**src/inc/vpic_consts.vh**
```
// constants for the vectored priority interrupt controller
`ifndef VPIC_CONSTS_VH
`define VPIC_CONSTS_VH
`define VPIC_BASE_HI 16'hFFFF
`define VPIC_OFS_WIDTH 16
`define OFS_NORMAL_ACTIVE 16'h0000
`define OFS_NORMAL_RAW 16'h0004
`define OFS_NORMAL_EN_SET 16'h0008
`define OFS_NORMAL_EN_CLR 16'h000C
`define OFS_SW_TRIGGER 16'h0010
`define OFS_VECTOR_BASE 16'h0014
`define OFS_NORMAL_VECTOR 16'h001C
`define OFS_PRIO_1_7 16'h0020
`define OFS_PRIO_8_15 16'h0024
`define OFS_PRIO_16_19 16'h0028
`define OFS_NESTING 16'h0030
`define OFS_EXT_TRIGGER 16'h0034
`define OFS_EXT_EDGE_CLR 16'h0038
`define OFS_NORMAL_SERVICED 16'h003C
`define OFS_FAST_ACTIVE 16'h0100
`define OFS_FAST_RAW 16'h0104
`define OFS_FAST_EN_SET 16'h0108
`define OFS_FAST_EN_CLR 16'h010C
`define OFS_FAST_VECTOR 16'h011C
`define OFS_FAST_SERVICED 16'h013C
`define RESET_WORD 32'h00000000
`define NEST_NORMAL_BIT 0
`define NEST_FAST_BIT 1
`define TRIG_RISING 2'h0
`define TRIG_FALLING 2'h1
`define PRIO_FIELD_W 4
`define PRIO_LEVELS 8
`define PRIO_LOWEST 3'h7
`define VEC_TABLE_LSB 6
`endif

```
**src/vectored_priority_interrupt_ctrl.v**
```verilog
// vectored prioritised interrupt controller with register port
`timescale 1ns/100ps
`include "vpic_consts.vh"
module vectored_priority_interrupt_ctrl #(
    parameter NUM_SRC = 20,
    parameter NUM_EXT = 4,
    parameter EXT_FIRST = 13
) (
    input wire sysClk,
    input wire sys_rst,
    input wire [31:0] regAddr,
    input wire regWrite,
    input wire regRead,
    input wire [31:0] regWdata,
    output reg [31:0] regRdata,
    output reg regRvalid,
    input wire [NUM_SRC-1:0] periphSrc,
    input wire [NUM_EXT-1:0] extPin,
    input wire irqAck,
    input wire fiqAck,
    output reg irqReq,
    output reg fiqReq
);
    // sysClk port name kept camelCase per house style
    reg [31:0] enNormal;
    reg [31:0] enFast;
    reg [31:0] swTrigger;
    reg [31:0] vecBase;
    reg [31:0] prio0;
    reg [31:0] prio1;
    reg [31:0] prio2;
    reg [31:0] nesting;
    reg [31:0] extTrig;
    reg [7:0] servNormal;
    reg [7:0] servFast;
    reg [NUM_EXT-1:0] extSync1;
    reg [NUM_EXT-1:0] extSync2;
    reg [NUM_EXT-1:0] extPrev;
    reg [NUM_EXT-1:0] extLatch;
    reg [31:0] vecNormal;
    reg [31:0] vecFast;
    reg [31:0] activeNormal;
    reg [31:0] activeFast;

    wire inBase = (regAddr[31:16] == `VPIC_BASE_HI);
    wire [15:0] ofs = regAddr[15:0];
    wire wrEn = regWrite & inBase;

    // external level after synchronisation, edge or level per source
    reg [NUM_EXT-1:0] extLevel;
    reg [NUM_EXT-1:0] extEdge;
    wire [NUM_EXT-1:0] extClr;
    genvar g;
    generate
        for (g = 0; g < NUM_EXT; g = g + 1) begin : extGen
            always @* begin
                extEdge[g] = (extTrig[2*g+1:2*g] == `TRIG_RISING) ? (extSync2[g] & ~extPrev[g]) :
                    (extTrig[2*g+1:2*g] == `TRIG_FALLING) ? (~extSync2[g] & extPrev[g]) : 1'b0;
                extLevel[g] = extTrig[2*g+1] ? extSync2[g] : extLatch[g];
            end
            assign extClr[g] = wrEn & (ofs == `OFS_EXT_EDGE_CLR) & regWdata[EXT_FIRST+g];
        end
    endgenerate

    // raw source picture, sources above NUM_SRC read zero
    reg [31:0] rawSrc;
    integer k;
    integer kPrio;
    integer kWinN;
    integer kWinF;
    integer kServ;
    always @* begin
        rawSrc = `RESET_WORD;
        for (k = 0; k < NUM_SRC; k = k + 1) begin
            rawSrc[k] = periphSrc[k] | swTrigger[k];
        end
        for (k = 0; k < NUM_EXT; k = k + 1) begin
            rawSrc[EXT_FIRST+k] = rawSrc[EXT_FIRST+k] | extLevel[k];
        end
    end

    // per-source priority; source 0 has no field and sits at level 0
    reg [2:0] prioOf [0:31];
    always @* begin
        for (kPrio = 0; kPrio < 32; kPrio = kPrio + 1) begin
            prioOf[kPrio] = `PRIO_LOWEST;
        end
        prioOf[0] = 3'h0;
        for (kPrio = 1; kPrio < 8; kPrio = kPrio + 1) begin
            prioOf[kPrio] = prio0[kPrio*`PRIO_FIELD_W +: 3];
        end
        for (kPrio = 0; kPrio < 8; kPrio = kPrio + 1) begin
            prioOf[8+kPrio] = prio1[kPrio*`PRIO_FIELD_W +: 3];
        end
        for (kPrio = 0; kPrio < 4; kPrio = kPrio + 1) begin
            prioOf[16+kPrio] = prio2[kPrio*`PRIO_FIELD_W +: 3];
        end
    end

    // active is raw gated by enable
    wire [31:0] nextActiveNormal = rawSrc & enNormal;
    wire [31:0] nextActiveFast = rawSrc & enFast;

    // lowest level number wins, scan upward
    reg [4:0] winNormal;
    reg [2:0] winNormalPrio;
    reg anyNormal;
    always @* begin
        winNormal = 5'h00;
        winNormalPrio = `PRIO_LOWEST;
        anyNormal = 1'b0;
        for (kWinN = 0; kWinN < 32; kWinN = kWinN + 1) begin
            // strict compare keeps the lower source number on a tie
            if (nextActiveNormal[kWinN] && (!anyNormal || prioOf[kWinN] < winNormalPrio)) begin
                winNormal = kWinN[4:0];
                winNormalPrio = prioOf[kWinN];
                anyNormal = 1'b1;
            end
        end
    end

    reg [4:0] winFast;
    reg [2:0] winFastPrio;
    reg anyFast;
    always @* begin
        winFast = 5'h00;
        winFastPrio = `PRIO_LOWEST;
        anyFast = 1'b0;
        for (kWinF = 0; kWinF < 32; kWinF = kWinF + 1) begin
            if (nextActiveFast[kWinF] && (!anyFast || prioOf[kWinF] < winFastPrio)) begin
                winFast = kWinF[4:0];
                winFastPrio = prioOf[kWinF];
                anyFast = 1'b1;
            end
        end
    end

    // nesting: only a level above all in service requests
    reg [3:0] topServNormal;
    reg [3:0] topServFast;
    always @* begin
        topServNormal = 4'h8;
        topServFast = 4'h8;
        for (kServ = `PRIO_LEVELS - 1; kServ >= 0; kServ = kServ - 1) begin
            if (servNormal[kServ]) begin
                topServNormal = kServ[3:0];
            end
            if (servFast[kServ]) begin
                topServFast = kServ[3:0];
            end
        end
    end
    wire next_irqReq = anyNormal &
        (~nesting[`NEST_NORMAL_BIT] | ({1'b0, winNormalPrio} < topServNormal));
    wire next_fiqReq = anyFast &
        (~nesting[`NEST_FAST_BIT] | ({1'b0, winFastPrio} < topServFast));

    // vector from table base, two bytes per entry
    wire [31:0] next_vecNormal = anyNormal ?
        {vecBase[31:`VEC_TABLE_LSB], winNormal, 1'b0} : `RESET_WORD;
    wire [31:0] next_vecFast = anyFast ?
        {vecBase[31:`VEC_TABLE_LSB], winFast, 1'b0} : `RESET_WORD;

    // one-hot level of the interrupt just taken
    wire [7:0] takeNormal = irqAck ? (8'h01 << winNormalPrio) : 8'h00;
    wire [7:0] takeFast = fiqAck ? (8'h01 << winFastPrio) : 8'h00;

    // pins pass two flops before any logic
    always @(posedge sysClk or posedge sys_rst) begin
        if (sys_rst) begin
            extSync1 <= {NUM_EXT{1'b0}};
            extSync2 <= {NUM_EXT{1'b0}};
            extPrev <= {NUM_EXT{1'b0}};
            extLatch <= {NUM_EXT{1'b0}};
        end else begin
            extSync1 <= extPin;
            extSync2 <= extSync1;
            extPrev <= extSync2;
            // new edge wins over a clear
            extLatch <= (extLatch & ~extClr) | extEdge;
        end
    end

    // status, vectors and requests trail the sources by one edge
    always @(posedge sysClk or posedge sys_rst) begin
        if (sys_rst) begin
            activeNormal <= `RESET_WORD;
            activeFast <= `RESET_WORD;
            vecNormal <= `RESET_WORD;
            vecFast <= `RESET_WORD;
            irqReq <= 1'b0;
            fiqReq <= 1'b0;
        end else begin
            activeNormal <= nextActiveNormal;
            activeFast <= nextActiveFast;
            vecNormal <= next_vecNormal;
            vecFast <= next_vecFast;
            irqReq <= next_irqReq;
            fiqReq <= next_fiqReq;
        end
    end

    // set by enable write, clear by disable write
    always @(posedge sysClk or posedge sys_rst) begin
        if (sys_rst) begin
            enNormal <= `RESET_WORD;
        end else if (wrEn && ofs == `OFS_NORMAL_EN_SET) begin
            enNormal <= enNormal | regWdata;
        end else if (wrEn && ofs == `OFS_NORMAL_EN_CLR) begin
            enNormal <= enNormal & ~regWdata;
        end
    end

    always @(posedge sysClk or posedge sys_rst) begin
        if (sys_rst) begin
            enFast <= `RESET_WORD;
        end else if (wrEn && ofs == `OFS_FAST_EN_SET) begin
            enFast <= enFast | regWdata;
        end else if (wrEn && ofs == `OFS_FAST_EN_CLR) begin
            enFast <= enFast & ~regWdata;
        end
    end

    always @(posedge sysClk or posedge sys_rst) begin
        if (sys_rst) begin
            swTrigger <= `RESET_WORD;
        end else if (wrEn && ofs == `OFS_SW_TRIGGER) begin
            swTrigger <= regWdata;
        end
    end

    always @(posedge sysClk or posedge sys_rst) begin
        if (sys_rst) begin
            vecBase <= `RESET_WORD;
        end else if (wrEn && ofs == `OFS_VECTOR_BASE) begin
            vecBase <= regWdata;
        end
    end

    always @(posedge sysClk or posedge sys_rst) begin
        if (sys_rst) begin
            prio0 <= `RESET_WORD;
        end else if (wrEn && ofs == `OFS_PRIO_1_7) begin
            prio0 <= regWdata;
        end
    end

    always @(posedge sysClk or posedge sys_rst) begin
        if (sys_rst) begin
            prio1 <= `RESET_WORD;
        end else if (wrEn && ofs == `OFS_PRIO_8_15) begin
            prio1 <= regWdata;
        end
    end

    always @(posedge sysClk or posedge sys_rst) begin
        if (sys_rst) begin
            prio2 <= `RESET_WORD;
        end else if (wrEn && ofs == `OFS_PRIO_16_19) begin
            prio2 <= regWdata;
        end
    end

    always @(posedge sysClk or posedge sys_rst) begin
        if (sys_rst) begin
            nesting <= `RESET_WORD;
        end else if (wrEn && ofs == `OFS_NESTING) begin
            nesting <= regWdata;
        end
    end

    always @(posedge sysClk or posedge sys_rst) begin
        if (sys_rst) begin
            extTrig <= `RESET_WORD;
        end else if (wrEn && ofs == `OFS_EXT_TRIGGER) begin
            extTrig <= regWdata;
        end
    end

    // taken level set wins over software clear
    always @(posedge sysClk or posedge sys_rst) begin
        if (sys_rst) begin
            servNormal <= 8'h00;
        end else if (wrEn && ofs == `OFS_NORMAL_SERVICED) begin
            servNormal <= (servNormal & ~regWdata[7:0]) | takeNormal;
        end else begin
            servNormal <= servNormal | takeNormal;
        end
    end

    always @(posedge sysClk or posedge sys_rst) begin
        if (sys_rst) begin
            servFast <= 8'h00;
        end else if (wrEn && ofs == `OFS_FAST_SERVICED) begin
            servFast <= (servFast & ~regWdata[7:0]) | takeFast;
        end else begin
            servFast <= servFast | takeFast;
        end
    end

    // read decode within base window; unmapped reads zero
    reg [31:0] next_regRdata;
    always @* begin
        next_regRdata = `RESET_WORD;
        if (inBase) begin
            case (ofs)
                `OFS_NORMAL_ACTIVE: next_regRdata = activeNormal;
                `OFS_NORMAL_RAW: next_regRdata = rawSrc;
                `OFS_NORMAL_EN_SET: next_regRdata = enNormal;
                `OFS_VECTOR_BASE: next_regRdata = vecBase;
                `OFS_NORMAL_VECTOR: next_regRdata = vecNormal;
                `OFS_PRIO_1_7: next_regRdata = prio0;
                `OFS_PRIO_8_15: next_regRdata = prio1;
                `OFS_PRIO_16_19: next_regRdata = prio2;
                `OFS_NESTING: next_regRdata = nesting;
                `OFS_EXT_TRIGGER: next_regRdata = extTrig;
                `OFS_NORMAL_SERVICED: next_regRdata = {24'h000000, servNormal};
                `OFS_FAST_ACTIVE: next_regRdata = activeFast;
                `OFS_FAST_RAW: next_regRdata = rawSrc;
                `OFS_FAST_EN_SET: next_regRdata = enFast;
                `OFS_FAST_VECTOR: next_regRdata = vecFast;
                `OFS_FAST_SERVICED: next_regRdata = {24'h000000, servFast};
                // write-only locations read zero
                `OFS_NORMAL_EN_CLR: next_regRdata = `RESET_WORD;
                `OFS_SW_TRIGGER: next_regRdata = `RESET_WORD;
                `OFS_EXT_EDGE_CLR: next_regRdata = `RESET_WORD;
                `OFS_FAST_EN_CLR: next_regRdata = `RESET_WORD;
                default: next_regRdata = `RESET_WORD;
            endcase
        end
    end

    // read data holds between reads so a slow master can still take it
    always @(posedge sysClk or posedge sys_rst) begin
        if (sys_rst) begin
            regRdata <= `RESET_WORD;
        end else if (regRead) begin
            regRdata <= next_regRdata;
        end
    end

    always @(posedge sysClk or posedge sys_rst) begin
        if (sys_rst) begin
            regRvalid <= 1'b0;
        end else begin
            regRvalid <= regRead;
        end
    end
endmodule

```
**config.mk**
```make
export PLATFORM = sky130hd
export DESIGN_NAME = vectored_priority_interrupt_ctrl
export DESIGN_NICKNAME = d
export VERILOG_FILES = /design/src/vectored_priority_interrupt_ctrl.v
export VERILOG_INCLUDE_DIRS = /design/src /design/src/inc
export SDC_FILE = /design/constraint.sdc
export NUM_CORES = 1
export LEC_CHECK = 0
export ABC_AREA = 1
export BUFFER_PORTS_ARGS = -buffer_cell sky130_fd_sc_hd__buf_2
export CAP_MARGIN = 30
export CORE_UTILIZATION = 45
export CTS_BUF_LIST = sky130_fd_sc_hd__clkbuf_2 sky130_fd_sc_hd__clkbuf_4 sky130_fd_sc_hd__clkbuf_8
export CTS_CLUSTER_DIAMETER = 200
export DETAILED_ROUTE_END_ITERATION = 12
export GPL_ROUTABILITY_DRIVEN = 0
export MAX_ROUTING_LAYER = met4
export SYNTH_ARGS = -nofsm -noshare
export SYNTH_HDL_FRONTEND = slang
export SYNTH_SLANG_ARGS = --single-unit
export TNS_END_PERCENT = 1
```
**constraint.sdc**
```tcl
create_clock -name sysClk -period 40.4 [get_ports sysClk]
set_clock_uncertainty 0.15 [all_clocks]
set_input_delay 2.02 -clock sysClk [delete_from_list [all_inputs] [get_ports sysClk]]
set_output_delay 2.02 -clock sysClk [all_outputs]
set_load 0.03 [all_outputs]
```
# Word-level counts from Yosys, hierarchy flattened
# Index checks and enable logic that the tools add are counted.
# word_totals
reg_bits,471
input_bits,94
elab_cells,619
out_inout_bits,35
# classes
n_bitwise,69
n_eq_ne,24
n_shift,2
order_cmp,64
reduce_logical,207
mux,230
# op_table
operator,count
$pmux W32 S15,1
$mux W5,60
$mux W32,7
$mux W3,64
$lt A3 B3 Y1,38
$eq A16 B6 Y1 const B,7
$eq A16 B9 Y1 const B,6
$mux W1,78
$logic_and A1 B1 Y1,75
$lt A3 B3 Y1 const A,24
$and A20 B32 Y32,2
$and A32 B32 Y32,2
$mux W4,16
$or A32 B32 Y32,2
$logic_not A1 Y1,62
$logic_or A1 B1 Y1,62
$eq A16 B5 Y1 const B,3
$eq A16 B4 Y1 const B,2
$mux W8,4
$not A32 Y32,1
$or A8 B8 Y8,4
$or A1 B1 Y1,26
$and A1 B1 Y1,16
$and A8 B8 Y8,2
14 further kinds,32

# Depth between registers and ports, before layout
# depth
ltp_word,132
ltp_mapped,175
depth_no_buf,175

# Worst setup path before layout
# No wires, ideal clock.
# synth_timing
kind,input-to-reg
from,in periphSrc[1]
to,reg irqReq
setup_slack_ns,22.182
required_ns,40.177
path_buffers,0
arrival_time_ns,17.994
setup_ns,0.073
path_stages,154
path_cell_list,inv_2 > nand2_2 > nand2_1 > o21ai_0 > ha_1 > nand2_1 > inv_2 > nand2_1 > nand2_1 > nand2_2 > nand2_4 > inv_2 > or2_1 > o21ai_1 > inv_1 > ha_1 > nand2_1 > inv_1 > [118 not listed] > a21oi_1 > nand2_1 > nand2_2 > nand2_4 > o21ai_0 > ha_1 > a21oi_1 > nand2_1 > nand2_2 > nand2_4 > o21ai_2 > inv_2 > ha_1 > nand2_1 > nand2_1 > nand2_1 > nand2_1 > a21oi_2
# synth_between
elab_chain_len,127
elab_cells_between_ends,188
cone_classes,31 x order compare; 62 x mux; 4 x bitwise; 91 x reduce/logical
# synth_rtl
item,line_no,rtl
"start, declared",vectored_priority_interrupt_ctrl.v:17,"input wire [NUM_SRC-1:0] periphSrc,"
$or A1 B1 Y1 (*),vectored_priority_interrupt_ctrl.v:75,rawSrc[k] = periphSrc[k] | swTrigger[k];
$and A20 B32 Y32 (*),vectored_priority_interrupt_ctrl.v:101,wire [31:0] nextActiveNormal = rawSrc & enNormal;
$logic_and A1 B1 Y1 (*),vectored_priority_interrupt_ctrl.v:114,if (nextActiveNormal[kWinN] && (!anyNormal || prioOf[kWinN] < winNormalPrio)) begin
$mux W3 / $mux W1 (equally long branches),vectored_priority_interrupt_ctrl.v:114,
$lt A3 B3 Y1 / $logic_not A1 Y1 (equally long branches),vectored_priority_interrupt_ctrl.v:114,
$logic_or A1 B1 Y1,vectored_priority_interrupt_ctrl.v:114,
$logic_and A1 B1 Y1,vectored_priority_interrupt_ctrl.v:114,
$mux W3 / $mux W1 (equally long branches),vectored_priority_interrupt_ctrl.v:114,
[112 not listed],-,
$lt A3 B3 Y1 / $logic_not A1 Y1 (equally long branches),vectored_priority_interrupt_ctrl.v:114,
$logic_or A1 B1 Y1,vectored_priority_interrupt_ctrl.v:114,
$logic_and A1 B1 Y1,vectored_priority_interrupt_ctrl.v:114,
$mux W3,vectored_priority_interrupt_ctrl.v:114,
$lt A3 B4 Y1,vectored_priority_interrupt_ctrl.v:154,"(~nesting[`NEST_NORMAL_BIT] | ({1'b0, winNormalPrio} < topServNormal));"
$or A1 B1 Y1,vectored_priority_interrupt_ctrl.v:154,
$and A1 B1 Y1 (*),vectored_priority_interrupt_ctrl.v:153,wire next_irqReq = anyNormal &
via next_irqReq,vectored_priority_interrupt_ctrl.v:153,
"end signal, assigned",vectored_priority_interrupt_ctrl.v:198,irqReq <= next_irqReq;
"end, declared",vectored_priority_interrupt_ctrl.v:21,"output reg irqReq,"
# Mark *: on every way through the listed nets, which the timed path passes. The rest lies on a longest branch.
# A chain may end at the register's enable or synchronous reset.

# Worst setup path in the final report
# layout_timing
from,in periphSrc[1]
to,reg fiqReq
# layout_between
elab_chain_len,127
elab_cells_between_ends,188
cone_classes,31 x order compare; 62 x mux; 4 x bitwise; 91 x reduce/logical
# layout_rtl
item,line_no,rtl
$or A1 B1 Y1 (*),vectored_priority_interrupt_ctrl.v:75,
$and A20 B32 Y32 (*),vectored_priority_interrupt_ctrl.v:102,wire [31:0] nextActiveFast = rawSrc & enFast;
$logic_and A1 B1 Y1 (*),vectored_priority_interrupt_ctrl.v:130,if (nextActiveFast[kWinF] && (!anyFast || prioOf[kWinF] < winFastPrio)) begin
$mux W3 / $mux W1 (equally long branches),vectored_priority_interrupt_ctrl.v:130,
$lt A3 B3 Y1 / $logic_not A1 Y1 (equally long branches),vectored_priority_interrupt_ctrl.v:130,
$logic_or A1 B1 Y1,vectored_priority_interrupt_ctrl.v:130,
$logic_and A1 B1 Y1,vectored_priority_interrupt_ctrl.v:130,
$mux W3 / $mux W1 (equally long branches),vectored_priority_interrupt_ctrl.v:130,
[112 not listed],-,
$lt A3 B3 Y1 / $logic_not A1 Y1 (equally long branches),vectored_priority_interrupt_ctrl.v:130,
$logic_or A1 B1 Y1,vectored_priority_interrupt_ctrl.v:130,
$logic_and A1 B1 Y1,vectored_priority_interrupt_ctrl.v:130,
$mux W3,vectored_priority_interrupt_ctrl.v:130,
$lt A3 B4 Y1,vectored_priority_interrupt_ctrl.v:156,"(~nesting[`NEST_FAST_BIT] | ({1'b0, winFastPrio} < topServFast));"
$or A1 B1 Y1,vectored_priority_interrupt_ctrl.v:156,
$and A1 B1 Y1 (*),vectored_priority_interrupt_ctrl.v:155,wire next_fiqReq = anyFast &
via next_fiqReq,vectored_priority_interrupt_ctrl.v:155,
"end signal, assigned",vectored_priority_interrupt_ctrl.v:199,fiqReq <= next_fiqReq;
"end, declared",vectored_priority_interrupt_ctrl.v:22,output reg fiqReq
# Marks and branches as above.

==> summary.txt <==
Logic synthesis
  – Synth cell types: 46
  – Leading post-synthesis cells by cell area: dfrtp_1 (48%), nand2_1 (12%), o21ai_0 (10%)
  – Syn Nets: 3063
  – Largest family of logic cells by synthesized area: simple AND/OR/NAND/NOR gates
  – Synth Area in XOR/XNOR: 0%
  – Synth Instances: 2921
  – Synth Area in Adders: 2.60%
  – Synth Flop Type: dfrtp_1
  – Number of flops mapped to enable cells by yosys: 0
  – Seq/Total Area, Yosys: 48.2%
  – Top-count cell post-synth: nand2_1
  – Simple-gate share of the synthesized area: 24.0%
  – Complex-gate fraction of the synthesized area: 17.4%
  – Mean post-synth cell area: 7.91 um2
  – Post-synth top cells: nand2_1 (710), o21ai_0 (476), dfrtp_1 (445)
  – Async S/R FF share, synth: 100%
  – Mux cell area share after synthesis: 0%
  – Syn. warnings: 0
  – Seq cells post-synth: 445
  – Yosys top cell area share: 48.2%
  – Synth Cell Area: 0.0231 mm2
  – Cell taking the most area after synthesis: dfrtp_1

Drt
  – Routed vias/inst: 5.81
  – Wire per inst: 22.7 um
  – DRT iter0 DRCs: 2405
  – Drt pass-1 iters: 6
  – Final ANT Viol Nets: 0
  – Residual DRC: 0
  – Overall routed net length: 85.9 mm
  – Via count: 22000

Timing
  – Endpoints failing setup: 0
  – Min Hold Slack: 0.196 ns
  – Final period util: 52.5%
  – RSZ-0062 raised after global routing: no
  – Setup tns final: 0 ns
  – Final WS setup: 19.17 ns
  – Slew Limit Fails: 0
  – Relative slew slack: 29.2%
  – Final min period: 21.23 ns
  – Worst-Margin Slew: 1.06 ns
  – Fmax: 0.0471 GHz
  – Final hold vios: 0

Die
  – Full die area: 0.0523 mm2
  – Initial Util: 45.9%
  – Core footprint: 0.0504 mm2
  – Die Y-Extent: 229 um
  – Num ports: 129
  – Cell Rows: 82
  – Die boundary width: 229 um

CTS
  – H-tree levels: 3
  – Root Driver: clkbuf_8
  – CTS Hold Bufs: 0
  – CTS sink cnt: 445
  – Later-pin clock latency in the skew report: 0.68 ns
  – Clock Path Buffers: 3
  – Number of setup buffers added after CTS: 0
  – TritonCTS clock tree: done
  – CTS resizes: 0
  – Clock edge transition at the registers on the reported setup and hold paths: 0.06 ns
  – TritonCTS buffer count: 77

GRT
  – Remaining global-route overflow: 0
  – Maximum number of pins on one net before global-route repair: 162
  – Global-route total usage across every layer: 34.1%
  – Vias in the first global route: 21100
  – Initial antenna violation count: 4
  – Global-route wire length before repair: 130 mm

Worst setup path
  – Worst Setup End Kind: flop
  – Worst Path Max Fanout: 8
  – CP Launch Type: input port
  – R2R setup slack: 20.24 ns
  – CP most frequent cell: nand2_1
  – CP peak stage delay: 0.46 ns
  – Reg2reg start: swTrigger[1]
  – Crit path kind: in2reg
  – Critical path required time: 40.82 ns
  – Beginning of the critical path: periphSrc[1]
  – Arrival time worst endpoint: 21.64 ns
  – CP max stage cell: o21ai_0

Placed design
  – Placement Setup Slack: 18.79 ns
  – DP HPWL: 58.9 mm
  – IO buf count: 128
  – Cells after DPL: 3657

Finish
  – Nets: 3206
  – Share of cells above drive strength 1: 14.4%
  – Utilization after layout: 52.2%
  – Area delta synth->final: 13.8%
  – Post-route insts no fill: 3786

Hold path
  – Hold WC Path Type: reg2reg
  – Worst Min Path Start: extSync1[2]

Power and ir drop
  – Power Density: 35.1 mW/mm2
  – Leakage: 13.3 nW
  – Maximum vdd drop: 0.0208 mV

Job
  – Maxcap violations: 0

Run status
  – Status: complete, no violations
-- area by class of cell --
type                            instances  area [um2]
Antenna cell                            2        5.00
Tap cell                              672         841
Timing Repair Buffer                  174        1050
Inverter                              368        1400
Fill cell                            4738       24100
Clock inverter                         13         180
Clock buffer                          114        1460
Multi-Input combinational cell       1998       10200
Sequential cell                       445       11100
-- stage by stage --
| stage | area [um2] | total power [mW] |
|---|---|---|
| after floorplan | 23100 | 0.473 |
| after global placement | 24600 | 0.486 |
| after detailed placement | 24700 | 0.487 |
| after CTS | 26300 | 0.930 |
| after global routing | 26300 | 0.953 |
| final | 26300 | 0.923 |
-- placed cells by master, fill, tap and decap left out, types with 5 or more instances in the layout --
master	count
o22ai_1	16
clkinv_2	6
nor3_1	18
clkbuf_4	18
nand2_4	39
dfrtp_1	445
buf_4	41
o21ai_0	476
clkbuf_8	96
nand3_1	179
inv_1	326
nand2_1	702
o311ai_0	5
ha_1	48
o21ai_1	18
nand4_1	28
a221oi_1	77
nor2_2	8
clkinv_1	20
nor2_1	201
buf_2	128
a21oi_1	27
o211ai_1	7
o2111ai_1	6
inv_2	19
nand2_2	64
a22o_1	24
nor4_1	9
-- critical path: cells and delay by family --
| kind | cells | cell delay [ns] |
|---|---|---|
| AO/OA/AOI/OAI | 21 | 5.77 |
| AND/OR/NAND/NOR | 95 | 7.09 |
| adder cells (fa/ha/maj) | 19 | 5.64 |
| buffers and inverters | 22 | 1.07 |
-- layer usage --
metal	routed length [um]	GRT usage (%)	part of all wire, %	vias to the layer above
li1	-	-	-	9961
met1	36600	45.0	43	10700
met2	37800	51.0	44	1135
met3	7670	6.31	8.9	229
met4	3810	15.4	4.4	0
met5	0	-	0	-
-- report_power, final --
| group | switching [mW] | internal, mW | leakage (nW) |
|---|---|---|---|
| combinational | 0.0235 | 0.00700 | 6.24 |
| sequential | 0.00123 | 0.447 | 6.16 |
| clock | 0.189 | 0.255 | 0.860 |
| total | 0.213 | 0.709 | 13.3 |
-- cells by family after synthesis --
logic type      count (synthesis)
simple gates                 1260
compound gates                690
buf+inv                       478
flops                         445
fa+ha+maj                      48
-- path summary, 6_finish.rpt --
path	cells past startpoint	endpoint
worst min-delay path	0	extSync2[2]
min in group asynchronous	2	extSync1[2]
worst max register to register	156	fiqReq
worst min register to register	0	extSync2[2]
worst max-delay path	157	fiqReq
max in group asynchronous	5	prio1[27]
(Power assumes the default switching activity.)
